`src/hw/adc_regs_pkg.sv`:
```
// Package: register map, field layout and reset values of the converter register bank
package adc_regs_pkg;

  // ------------------------------------------------------------
  // Register byte addresses (printed offsets are not all multiples of four,
  // so each printed offset is an index and the byte address is index * 4)
  // ------------------------------------------------------------
  localparam logic [7:0] IDX_RESULT_LOW = 8'h50;   // Result low byte
  localparam logic [7:0] IDX_RESULT_HIGH = 8'h51;  // Result high byte
  localparam logic [7:0] IDX_CONV_CTRL = 8'h52;    // Conversion control
  localparam logic [7:0] IDX_BIAS_EN = 8'h53;      // Bias and stage enable
  localparam logic [7:0] IDX_RATE_STAGE2 = 8'h54;  // Sampling rate, second stage
  localparam logic [7:0] IDX_GAIN_13 = 8'h55;      // First and third stage gain
  localparam logic [7:0] IDX_OFFSET_3 = 8'h56;     // Third stage offset
  localparam logic [7:0] IDX_CHAN_REF = 8'h57;     // Channel and reference select
  localparam logic [7:0] IDX_MODE = 8'h70;         // Chip operating mode
  localparam logic [7:0] IDX_GPIO = 8'h40;         // Pin direction and drive value
  localparam int ADDR_W = 10;                      // Byte address width on the bus

  // ------------------------------------------------------------
  // Field positions
  // ------------------------------------------------------------
  localparam int CC_START = 7;
  localparam int CC_NELC_HI = 6;
  localparam int CC_NELC_LO = 5;
  localparam int CC_OSR_HI = 4;
  localparam int CC_OSR_LO = 2;
  localparam int CC_REPEAT = 1;
  localparam int CR_BUSY = 7;
  localparam int CR_PRESET = 6;
  localparam int MD_SETTLED = 7;
  localparam int MD_RUNNING = 6;
  localparam int MD_CHOP_HI = 5;
  localparam int MD_CHOP_LO = 4;
  localparam int MD_FORCE_ON = 3;
  localparam int MD_FORCE_OFF = 2;
  localparam int MD_REF_OUT = 1;
  localparam int MD_REF_IN = 0;
  localparam int GP_DIR0 = 4;
  localparam int GP_OUT0 = 0;

  // ------------------------------------------------------------
  // Reset values of the writable parts
  // ------------------------------------------------------------
  localparam logic [7:0] RST_CONV_CTRL = 8'h28;    // Count 01, oversampling 010
  localparam logic [7:0] RST_BIAS_EN = 8'hF0;      // Both biases 11, stages off
  localparam logic [7:0] RST_RATE_STAGE2 = 8'h00;
  localparam logic [7:0] RST_GAIN_13 = 8'h0C;
  localparam logic [7:0] RST_OFFSET_3 = 8'h00;
  localparam logic [7:0] RST_CHAN_REF = 8'h00;
  localparam logic [7:0] RST_MODE = 8'h04;         // Force-off set
  localparam logic [7:0] RST_GPIO = 8'h30;         // Both pins output, drive 0
  localparam logic [7:0] MASK_CONV_CTRL = 8'h7E;   // Start bit is not stored
  localparam logic [7:0] MASK_OFFSET_3 = 8'h7F;
  localparam logic [7:0] MASK_CHAN_REF = 8'h7F;    // Busy is read-only
  localparam logic [7:0] MASK_MODE = 8'h3F;        // Pump flags are read-only
  localparam logic [7:0] MASK_GPIO = 8'h33;

  // ------------------------------------------------------------
  // Reference chop encodings
  // ------------------------------------------------------------
  localparam logic [1:0] CHOP_LOW = 2'h0;
  localparam logic [1:0] CHOP_HIGH = 2'h1;
  localparam logic [1:0] CHOP_EVERY = 2'h2;
  localparam logic [1:0] CHOP_HALF = 2'h3;

  // ------------------------------------------------------------
  // Bus responses and timing
  // ------------------------------------------------------------
  localparam logic [1:0] RESP_OKAY = 2'h0;
  localparam logic [1:0] RESP_SLVERR = 2'h2;
  localparam int PUMP_SETTLE_NS = 1000;             // Pump settling time
  localparam int CLK_PERIOD_NS = 10;
  localparam int PUMP_SETTLE_CYC = (PUMP_SETTLE_NS + CLK_PERIOD_NS - 1) / CLK_PERIOD_NS;
  localparam int PUMP_CNT_W = 8;

endpackage

```
`src/hw/adc_control_mode_registers.sv`:
```
// Converter control and mode register bank behind an AXI4-Lite slave
module adc_control_mode_registers
  import adc_regs_pkg::*;
(
  input wire logic aclk,
  input wire logic aresetn,
  input wire logic [adc_regs_pkg::ADDR_W-1:0] s_axi_awaddr,
  input wire logic s_axi_awvalid,
  output logic s_axi_awready,
  input wire logic [31:0] s_axi_wdata,
  input wire logic [3:0] s_axi_wstrb,
  input wire logic s_axi_wvalid,
  output logic s_axi_wready,
  output logic [1:0] s_axi_bresp,
  output logic s_axi_bvalid,
  input wire logic s_axi_bready,
  input wire logic [adc_regs_pkg::ADDR_W-1:0] s_axi_araddr,
  input wire logic s_axi_arvalid,
  output logic s_axi_arready,
  output logic [31:0] s_axi_rdata,
  output logic [1:0] s_axi_rresp,
  output logic s_axi_rvalid,
  input wire logic s_axi_rready,
  input wire logic supply_low,
  input wire logic conv_done,
  input wire logic [15:0] conv_result,
  input wire logic elementary_tick,
  output logic conv_start_pulse,
  output logic [7:0] conv_control,
  output logic [7:0] bias_and_stage_enable,
  output logic [7:0] sample_rate_second_stage,
  output logic [7:0] first_third_stage_gain,
  output logic [7:0] third_stage_offset,
  output logic [6:0] channel_and_reference_select,
  output logic reference_chop,
  output logic pump_enable,
  output logic reference_to_first_pin,
  output logic reference_from_second_pin,
  output logic first_multi_pin_out,
  output logic first_multi_pin_oe
);
  import adc_regs_pkg::*;

  // ------------------------------------------------------------
  // Storage
  // ------------------------------------------------------------
  logic [7:0] conv_ctrl_ff;      // Count, oversampling, repeat
  logic [7:0] bias_en_ff;        // Biases and stage enables
  logic [7:0] rate_stage2_ff;    // Sampling rate, second stage
  logic [7:0] gain_13_ff;        // Gains
  logic [7:0] offset_3_ff;       // Third stage offset
  logic [7:0] chan_ref_ff;       // Preset, channel, reference source
  logic [7:0] mode_ff;           // Writable mode bits
  logic [7:0] gpio_ff;           // Pin direction and drive
  logic [15:0] result_ff;        // Last conversion result
  logic busy_ff;                 // Conversion in progress
  logic chop_ff;                 // Reference chop state
  logic chop_half_ff;            // Divides chop toggles by two
  logic pump_on_ff;              // Pump running
  logic settled_ff;              // Pump output good
  logic [PUMP_CNT_W-1:0] settle_cnt_ff;

  // Write channel holding
  logic aw_got_ff;
  logic w_got_ff;
  logic [ADDR_W-1:0] aw_addr_ff;
  logic [31:0] w_data_ff;
  logic [3:0] w_strb_ff;
  logic wr_fire;
  logic [7:0] wr_idx;
  logic wr_mapped;
  logic wr_lane0;

  // ------------------------------------------------------------
  // Write address and data capture, either order
  // ------------------------------------------------------------
  // Each channel is taken once and held until the write fires and raises the response
  always_ff @(posedge aclk) begin
    if (!aresetn) begin
      aw_got_ff <= 1'b0;
      aw_addr_ff <= '0;
    end else if (s_axi_awvalid && s_axi_awready) begin
      aw_got_ff <= 1'b1;
      aw_addr_ff <= s_axi_awaddr;
    end else if (wr_fire) begin
      aw_got_ff <= 1'b0;
    end
  end

  always_ff @(posedge aclk) begin
    if (!aresetn) begin
      w_got_ff <= 1'b0;
      w_data_ff <= '0;
      w_strb_ff <= '0;
    end else if (s_axi_wvalid && s_axi_wready) begin
      w_got_ff <= 1'b1;
      w_data_ff <= s_axi_wdata;
      w_strb_ff <= s_axi_wstrb;
    end else if (wr_fire) begin
      w_got_ff <= 1'b0;
    end
  end

  // Ready only while the slot is empty and no response pends
  always_ff @(posedge aclk) begin
    if (!aresetn) begin
      s_axi_awready <= 1'b0;
      s_axi_wready <= 1'b0;
    end else begin
      s_axi_awready <= !aw_got_ff && !(s_axi_awvalid && s_axi_awready) && !s_axi_bvalid
                       && !wr_fire;
      s_axi_wready <= !w_got_ff && !(s_axi_wvalid && s_axi_wready) && !s_axi_bvalid
                      && !wr_fire;
    end
  end

  assign wr_fire = aw_got_ff && w_got_ff && !s_axi_bvalid;
  assign wr_idx = aw_addr_ff[ADDR_W-1:2];
  assign wr_lane0 = w_strb_ff[0];
  assign wr_mapped = (wr_idx == IDX_CONV_CTRL) || (wr_idx == IDX_BIAS_EN) ||
                     (wr_idx == IDX_RATE_STAGE2) || (wr_idx == IDX_GAIN_13) ||
                     (wr_idx == IDX_OFFSET_3) || (wr_idx == IDX_CHAN_REF) ||
                     (wr_idx == IDX_MODE) || (wr_idx == IDX_GPIO) ||
                     (wr_idx == IDX_RESULT_LOW) || (wr_idx == IDX_RESULT_HIGH);

  // Response: unmapped addresses answer with a slave error
  always_ff @(posedge aclk) begin
    if (!aresetn) begin
      s_axi_bvalid <= 1'b0;
      s_axi_bresp <= RESP_OKAY;
    end else if (wr_fire) begin
      s_axi_bvalid <= 1'b1;
      s_axi_bresp <= wr_mapped ? RESP_OKAY : RESP_SLVERR;
    end else if (s_axi_bready) begin
      s_axi_bvalid <= 1'b0;
    end
  end

  // ------------------------------------------------------------
  // Writable registers; unused bits are masked off
  // ------------------------------------------------------------
  // Only lane 0 carries the 8-bit register; upper lanes are ignored
  always_ff @(posedge aclk) begin
    if (!aresetn) begin
      conv_ctrl_ff <= RST_CONV_CTRL;
      bias_en_ff <= RST_BIAS_EN;
      rate_stage2_ff <= RST_RATE_STAGE2;
      gain_13_ff <= RST_GAIN_13;
      offset_3_ff <= RST_OFFSET_3;
      chan_ref_ff <= RST_CHAN_REF;
      mode_ff <= RST_MODE;
      gpio_ff <= RST_GPIO;
    end else if (wr_fire && wr_lane0) begin
      case (wr_idx)
        IDX_CONV_CTRL: conv_ctrl_ff <= w_data_ff[7:0] & MASK_CONV_CTRL;
        IDX_BIAS_EN: bias_en_ff <= w_data_ff[7:0];
        IDX_RATE_STAGE2: rate_stage2_ff <= w_data_ff[7:0];
        IDX_GAIN_13: gain_13_ff <= w_data_ff[7:0];
        IDX_OFFSET_3: offset_3_ff <= w_data_ff[7:0] & MASK_OFFSET_3;
        IDX_CHAN_REF: chan_ref_ff <= w_data_ff[7:0] & MASK_CHAN_REF;
        IDX_MODE: mode_ff <= w_data_ff[7:0] & MASK_MODE;
        IDX_GPIO: gpio_ff <= w_data_ff[7:0] & MASK_GPIO;
        default: begin
          // Result bytes and unmapped words ignore writes
        end
      endcase
    end
  end

  // ------------------------------------------------------------
  // Conversion start and activity
  // ------------------------------------------------------------
  logic start_wr;
  assign start_wr = wr_fire && wr_lane0 && (wr_idx == IDX_CONV_CTRL) && w_data_ff[CC_START];

  // Start pulses once per write; repeat mode relaunches after each result
  always_ff @(posedge aclk) begin
    if (!aresetn) begin
      conv_start_pulse <= 1'b0;
    end else begin
      conv_start_pulse <= start_wr ||
                          (conv_done && busy_ff && conv_ctrl_ff[CC_REPEAT]);
    end
  end

  // Busy from start until the last result with repeat off; a new start wins
  always_ff @(posedge aclk) begin
    if (!aresetn) begin
      busy_ff <= 1'b0;
    end else if (start_wr) begin
      busy_ff <= 1'b1;
    end else if (conv_done && !conv_ctrl_ff[CC_REPEAT]) begin
      busy_ff <= 1'b0;
    end
  end

  // Result captured on each completion
  always_ff @(posedge aclk) begin
    if (!aresetn) begin
      result_ff <= '0;
    end else if (conv_done) begin
      result_ff <= conv_result;
    end
  end

  // ------------------------------------------------------------
  // Reference chopping
  // ------------------------------------------------------------
  // Toggles only during a conversion, on the elementary-conversion tick
  always_ff @(posedge aclk) begin
    if (!aresetn) begin
      chop_ff <= 1'b0;
      chop_half_ff <= 1'b0;
    end else begin
      case (mode_ff[MD_CHOP_HI:MD_CHOP_LO])
        CHOP_LOW: chop_ff <= 1'b0;
        CHOP_HIGH: chop_ff <= 1'b1;
        CHOP_EVERY: begin
          if (elementary_tick && busy_ff) begin
            chop_ff <= !chop_ff;
          end
        end
        CHOP_HALF: begin
          if (elementary_tick && busy_ff) begin
            chop_half_ff <= !chop_half_ff;
            if (chop_half_ff) begin
              chop_ff <= !chop_ff;
            end
          end
        end
        default: chop_ff <= 1'b0;
      endcase
    end
  end

  // ------------------------------------------------------------
  // Charge pump control and settling
  // ------------------------------------------------------------
  logic nxt_pump_on;
  always_comb begin
    if (mode_ff[MD_FORCE_ON]) begin
      nxt_pump_on = 1'b1;
    end else if (mode_ff[MD_FORCE_OFF]) begin
      nxt_pump_on = 1'b0;
    end else begin
      nxt_pump_on = supply_low;
    end
  end

  // Settled stays one while the pump is off: supply is then adequate
  always_ff @(posedge aclk) begin
    if (!aresetn) begin
      pump_on_ff <= 1'b0;
      settled_ff <= 1'b1;
      settle_cnt_ff <= '0;
    end else begin
      pump_on_ff <= nxt_pump_on;
      if (nxt_pump_on && !pump_on_ff) begin
        settled_ff <= 1'b0;
        settle_cnt_ff <= PUMP_CNT_W'(PUMP_SETTLE_CYC);
      end else if (!nxt_pump_on) begin
        settled_ff <= 1'b1;
        settle_cnt_ff <= '0;
      end else if (settle_cnt_ff != '0) begin
        settle_cnt_ff <= settle_cnt_ff - 1'b1;
        settled_ff <= (settle_cnt_ff == PUMP_CNT_W'(1));
      end
    end
  end

  // ------------------------------------------------------------
  // Read channel
  // ------------------------------------------------------------
  logic [7:0] rd_byte;
  logic rd_mapped;
  logic [7:0] rd_idx;
  assign rd_idx = s_axi_araddr[ADDR_W-1:2];

  always_comb begin
    rd_mapped = 1'b1;
    case (rd_idx)
      IDX_RESULT_LOW: rd_byte = result_ff[7:0];
      IDX_RESULT_HIGH: rd_byte = result_ff[15:8];
      IDX_CONV_CTRL: rd_byte = conv_ctrl_ff;
      IDX_BIAS_EN: rd_byte = bias_en_ff;
      IDX_RATE_STAGE2: rd_byte = rate_stage2_ff;
      IDX_GAIN_13: rd_byte = gain_13_ff;
      IDX_OFFSET_3: rd_byte = offset_3_ff;
      IDX_CHAN_REF: rd_byte = {busy_ff, chan_ref_ff[6:0]};
      IDX_MODE: rd_byte = {settled_ff, pump_on_ff, mode_ff[5:0]};
      IDX_GPIO: rd_byte = gpio_ff;
      default: begin
        rd_byte = 8'h00;
        rd_mapped = 1'b0;
      end
    endcase
  end

  // One read at a time; data sampled at the address handshake
  always_ff @(posedge aclk) begin
    if (!aresetn) begin
      s_axi_arready <= 1'b0;
      s_axi_rvalid <= 1'b0;
      s_axi_rdata <= '0;
      s_axi_rresp <= RESP_OKAY;
    end else if (s_axi_arvalid && s_axi_arready) begin
      s_axi_arready <= 1'b0;
      s_axi_rvalid <= 1'b1;
      s_axi_rdata <= {24'h000000, rd_byte};
      s_axi_rresp <= rd_mapped ? RESP_OKAY : RESP_SLVERR;
    end else if (s_axi_rvalid) begin
      if (s_axi_rready) begin
        s_axi_rvalid <= 1'b0;
      end
    end else begin
      s_axi_arready <= 1'b1;
    end
  end

  // ------------------------------------------------------------
  // Outputs toward the converter and pins, all registered
  // ------------------------------------------------------------
  always_ff @(posedge aclk) begin
    if (!aresetn) begin
      conv_control <= RST_CONV_CTRL;
      bias_and_stage_enable <= RST_BIAS_EN;
      sample_rate_second_stage <= RST_RATE_STAGE2;
      first_third_stage_gain <= RST_GAIN_13;
      third_stage_offset <= RST_OFFSET_3;
      channel_and_reference_select <= RST_CHAN_REF[6:0];
      reference_chop <= 1'b0;
      pump_enable <= 1'b0;
      reference_to_first_pin <= 1'b0;
      reference_from_second_pin <= 1'b0;
      first_multi_pin_out <= 1'b0;
      first_multi_pin_oe <= 1'b0;
    end else begin
      conv_control <= conv_ctrl_ff;
      bias_and_stage_enable <= bias_en_ff;
      sample_rate_second_stage <= rate_stage2_ff;
      first_third_stage_gain <= gain_13_ff;
      third_stage_offset <= offset_3_ff;
      channel_and_reference_select <= chan_ref_ff[6:0];
      reference_chop <= chop_ff;
      pump_enable <= nxt_pump_on;
      reference_to_first_pin <= mode_ff[MD_REF_OUT];
      reference_from_second_pin <= mode_ff[MD_REF_IN];
      first_multi_pin_out <= gpio_ff[GP_OUT0];
      first_multi_pin_oe <= gpio_ff[GP_DIR0] && !mode_ff[MD_REF_OUT];
    end
  end

endmodule

```
`config.mk`:
```
export PLATFORM = sky130hd
export DESIGN_NAME = adc_control_mode_registers
export DESIGN_NICKNAME = d
export VERILOG_FILES = /design/src/hw/adc_regs_pkg.sv /design/src/hw/adc_control_mode_registers.sv
export SDC_FILE = /design/constraint.sdc
export NUM_CORES = 1
export LEC_CHECK = 0
export ABC_AREA = 1
export BUFFER_PORTS_ARGS = -buffer_cell sky130_fd_sc_hd__buf_2
export CAP_MARGIN = 20
export CORE_AREA = 4 4 139 141
export DETAILED_ROUTE_END_ITERATION = 7
export DIE_AREA = 0 0 143 145
export PLACE_DENSITY = 0.71
export SLEW_MARGIN = 20
export SYNTH_ARGS = -nofsm -noshare
export SYNTH_HDL_FRONTEND = slang
export SYNTH_SLANG_ARGS = --single-unit
```
`constraint.sdc`:
```
create_clock -name aclk -period 2.17 [get_ports aclk]
set_input_delay 0.5425 -clock aclk [delete_from_list [all_inputs] [get_ports aclk]]
set_output_delay 0.5425 -clock aclk [all_outputs]
set_load 0.05 [all_outputs]
```
==> results.toml <==
[clock_network]
clk_latency_ps = 430
cts.clk_slew.worst_paths_ps = 70
clockBufferDepth = 2
cts_buffers = 17
htreeDepth = 4
cts_tree = "yes"
clock-sinks = 167
clockRootBuffer = "clkbuf_16"
cts_setup_buffers = 0
cts_hold_buf = 0
cts.repair.resized = 0

[timing]
fin_crit_sh_pct = 83.89
hold_viol = 0
period_needed_ps = 1820
fin_tns_setup_ps = 0
finalSetupViolCount = 0
worstMarginPinSlew_ps = 638.2
final.setup_skew_ps = 10.09
clock.fmax_ghz = 0.5493
rsz0062_at_grt = "no"
finalWorstSetupSlack_ps = 349.6
final_max_slew_viol_count = 0
slew_headroom_pct = 57.32

[critical_path]
cp.required_ps = 2510
critPathCapture = "bias_en_ff[3]"
start_kind = "flip-flop"
crit_start = "aw_addr_ff[9]"
cp-end-kind = "flip-flop"
cp_data_arrival_time_ps = 2160
reg2reg_from = "aw_addr_ff[9]"
rrSetupSlack_ps = 350
criticalPathCategory = "flip-flop to flip-flop"
crit_fanout = 16
rr_endpoint = "bias_en_ff[3]"
reg2reg_depth = 7

[layout]
fillers = 1777
nNetsFinal = 1075
mostFrequentLayoutCells = "dfxtp_1, nand2_1, buf_2"
final_common_cell = "dfxtp_1"
drive_above_1_share_pct = 19.52
diodes = 0
syn_to_final_growth_pct = 19.83

[yosys]
synth_cells = 872
yosys-top-cells-area = "dfxtp_1, nand2_1, nor2_1"
synth_edf_count = 0
synth_compound_area_share_pct = 14.68
synthMuxAreaShare_pct = 0
ys_ff_latch = 167
syn_area_per_cell_sq_um = 7.778
synth_top_family_by_area = "simple AND/OR/NAND/NOR gates"
synthFlopType = "dfxtp_1"
synth_top_area_share_pct = 49.29
synth_top_area_cell = "dfxtp_1"
synthSimpleGateAreaFrac_pct = 23.56
yosysSeqAreaShare_pct = 49.29
yosysWarningCount = 0
synth_area_sq_mm = 0.006783
synthXorXnorAreaFrac_pct = 0.1291
synthAdderAreaFrac_pct = 0.3689
ys_types = 37
synth-async-reset-ratio_pct = 0

[floorplanning]
initial_core_util_pct = 37.76
placementRows = 49
die_x_um = 143
ios = 177
die-area_sq_mm = 0.02074
coreArea_sq_mm = 0.01796
die_h_um = 145

[place]
gp_congestion = 0.8480
dp_slack_ps = 197.7
dpl.hpwl_mm = 12.42
io_buffer_count = 116

[power]
p_leak_nw = 3.937
power_density_mw_per_mm2 = 818.0
ir_worst_vdd_mv = 0.5422

[detailed_routing]
antenna_left = 0
vias = 5903
drt-total-wl_mm = 17.07
dr.first_iter.drc_count = 388
via_per_inst = 4.788
routedWlPerCell_um = 13.84
first_pass_iters = 5
drc = 0

[global_route]
grt_pass1_vias = 5556
track_usage_pct = 16.68
antenna_found_initial = 3
grt_max_degree = 107
grt_overflow = 0
grt_pass1_wl_mm = 27.67

[job]
maxCapViolCount = 0

[status]
outcome = "finished clean"

[min_path]
hold_depth = 3
hp-class = "input port to flip-flop"
## worst max-delay path, stage by stage, from the launching register on
cell and delay [ps]:
dfxtp_1 300, inv_1 60, nand2_1 120, nor3_4 260, nand2_2 160, nor3_4 520
nor2_1 90, a211oi_1 200
## through the flow
step	total power [mW]	cells	cell area [sq um]	util [%]	hold slack, ps
after floorplan	3.590	900	6888	-	403.6
after global placement	3.676	1201	7536	41.95	434.9
after detailed placement	3.682	1201	7536	41.95	436.8
after CTS	6.717	1233	8128	45.25	321.8
after global routing	6.899	1233	8128	45.25	319.7
final	6.649	1233	8128	45.25	337.8
## report_power, final
part	leakage, nW	switching (mW)	internal (mW)
combinational	2.31	0.360	0.102
sequential	1.35	0.0338	3.12
clock	0.277	1.31	1.73
total	3.94	1.70	4.95
## synth_stat cells (all sizes together) (8+ instances only)
library cell / instances
nor2: 115
nand3: 77
a21oi: 56
buf: 43
nand4: 8
inv: 106
nand2: 149
dfxtp: 167
o211ai: 11
o21ai: 63
clkbuf: 22
a211oi: 33
## final cells by class
cell class                 count  area (sq um)  share of cell area [%]
sequential                   167          3343                   41.13
multi-input combinational    561          2741                   33.73
clock inverter                14         162.7                   2.001
inverter                     107         401.6                   4.941
timing repair buffer         137         763.2                   9.390
clock buffer                  18         429.2                   5.280
tap                          229         286.5                   3.525
## cells by family after synthesis
kind of cell | Yosys count
AND/OR/NAND/NOR | 361
buffers and inverters | 172
AO/OA/AOI/OAI | 168
flip-flops | 167
adder cells (fa/ha/maj) | 2
XOR/XNOR | 1
other | 1
## flip-flops by register name (all words and copies together) (netlist names), 6 cells and up
signal / flops
gain_13_ff: 8
channel_and_reference_select: 7
rate_stage2_ff: 8
settle_cnt_ff: 8
bias_and_stage_enable: 8
w_data_ff: 8
conv_control: 6
chan_ref_ff: 7
bias_en_ff: 8
s_axi_rdata: 8
mode_ff: 6
aw_addr_ff: 8
conv_ctrl_ff: 6
sample_rate_second_stage: 8
first_third_stage_gain: 8
third_stage_offset: 7
offset_3_ff: 7
result_ff: 16
## how the worst min path moves through the flow
stage,start,end
after detailed placement,rate_stage2_ff[6],sample_rate_second_stage[6]
final,conv_result[13],result_ff[13]
after global placement,rate_stage2_ff[6],sample_rate_second_stage[6]
after CTS,conv_result[5],result_ff[5]
after global routing,conv_result[15],result_ff[15]
after floorplan,bias_en_ff[7],bias_and_stage_enable[7]
## metal layers
layer	vias up	GRT usage, %	share of wire (%)
met3	33	5.331	6.5
met4	6	6.369	2.7
met2	174	26.10	45
met1	2662	21.44	45
met5	-	0	0.26
li1	3028	-	-
(Power assumes the default switching activity.)
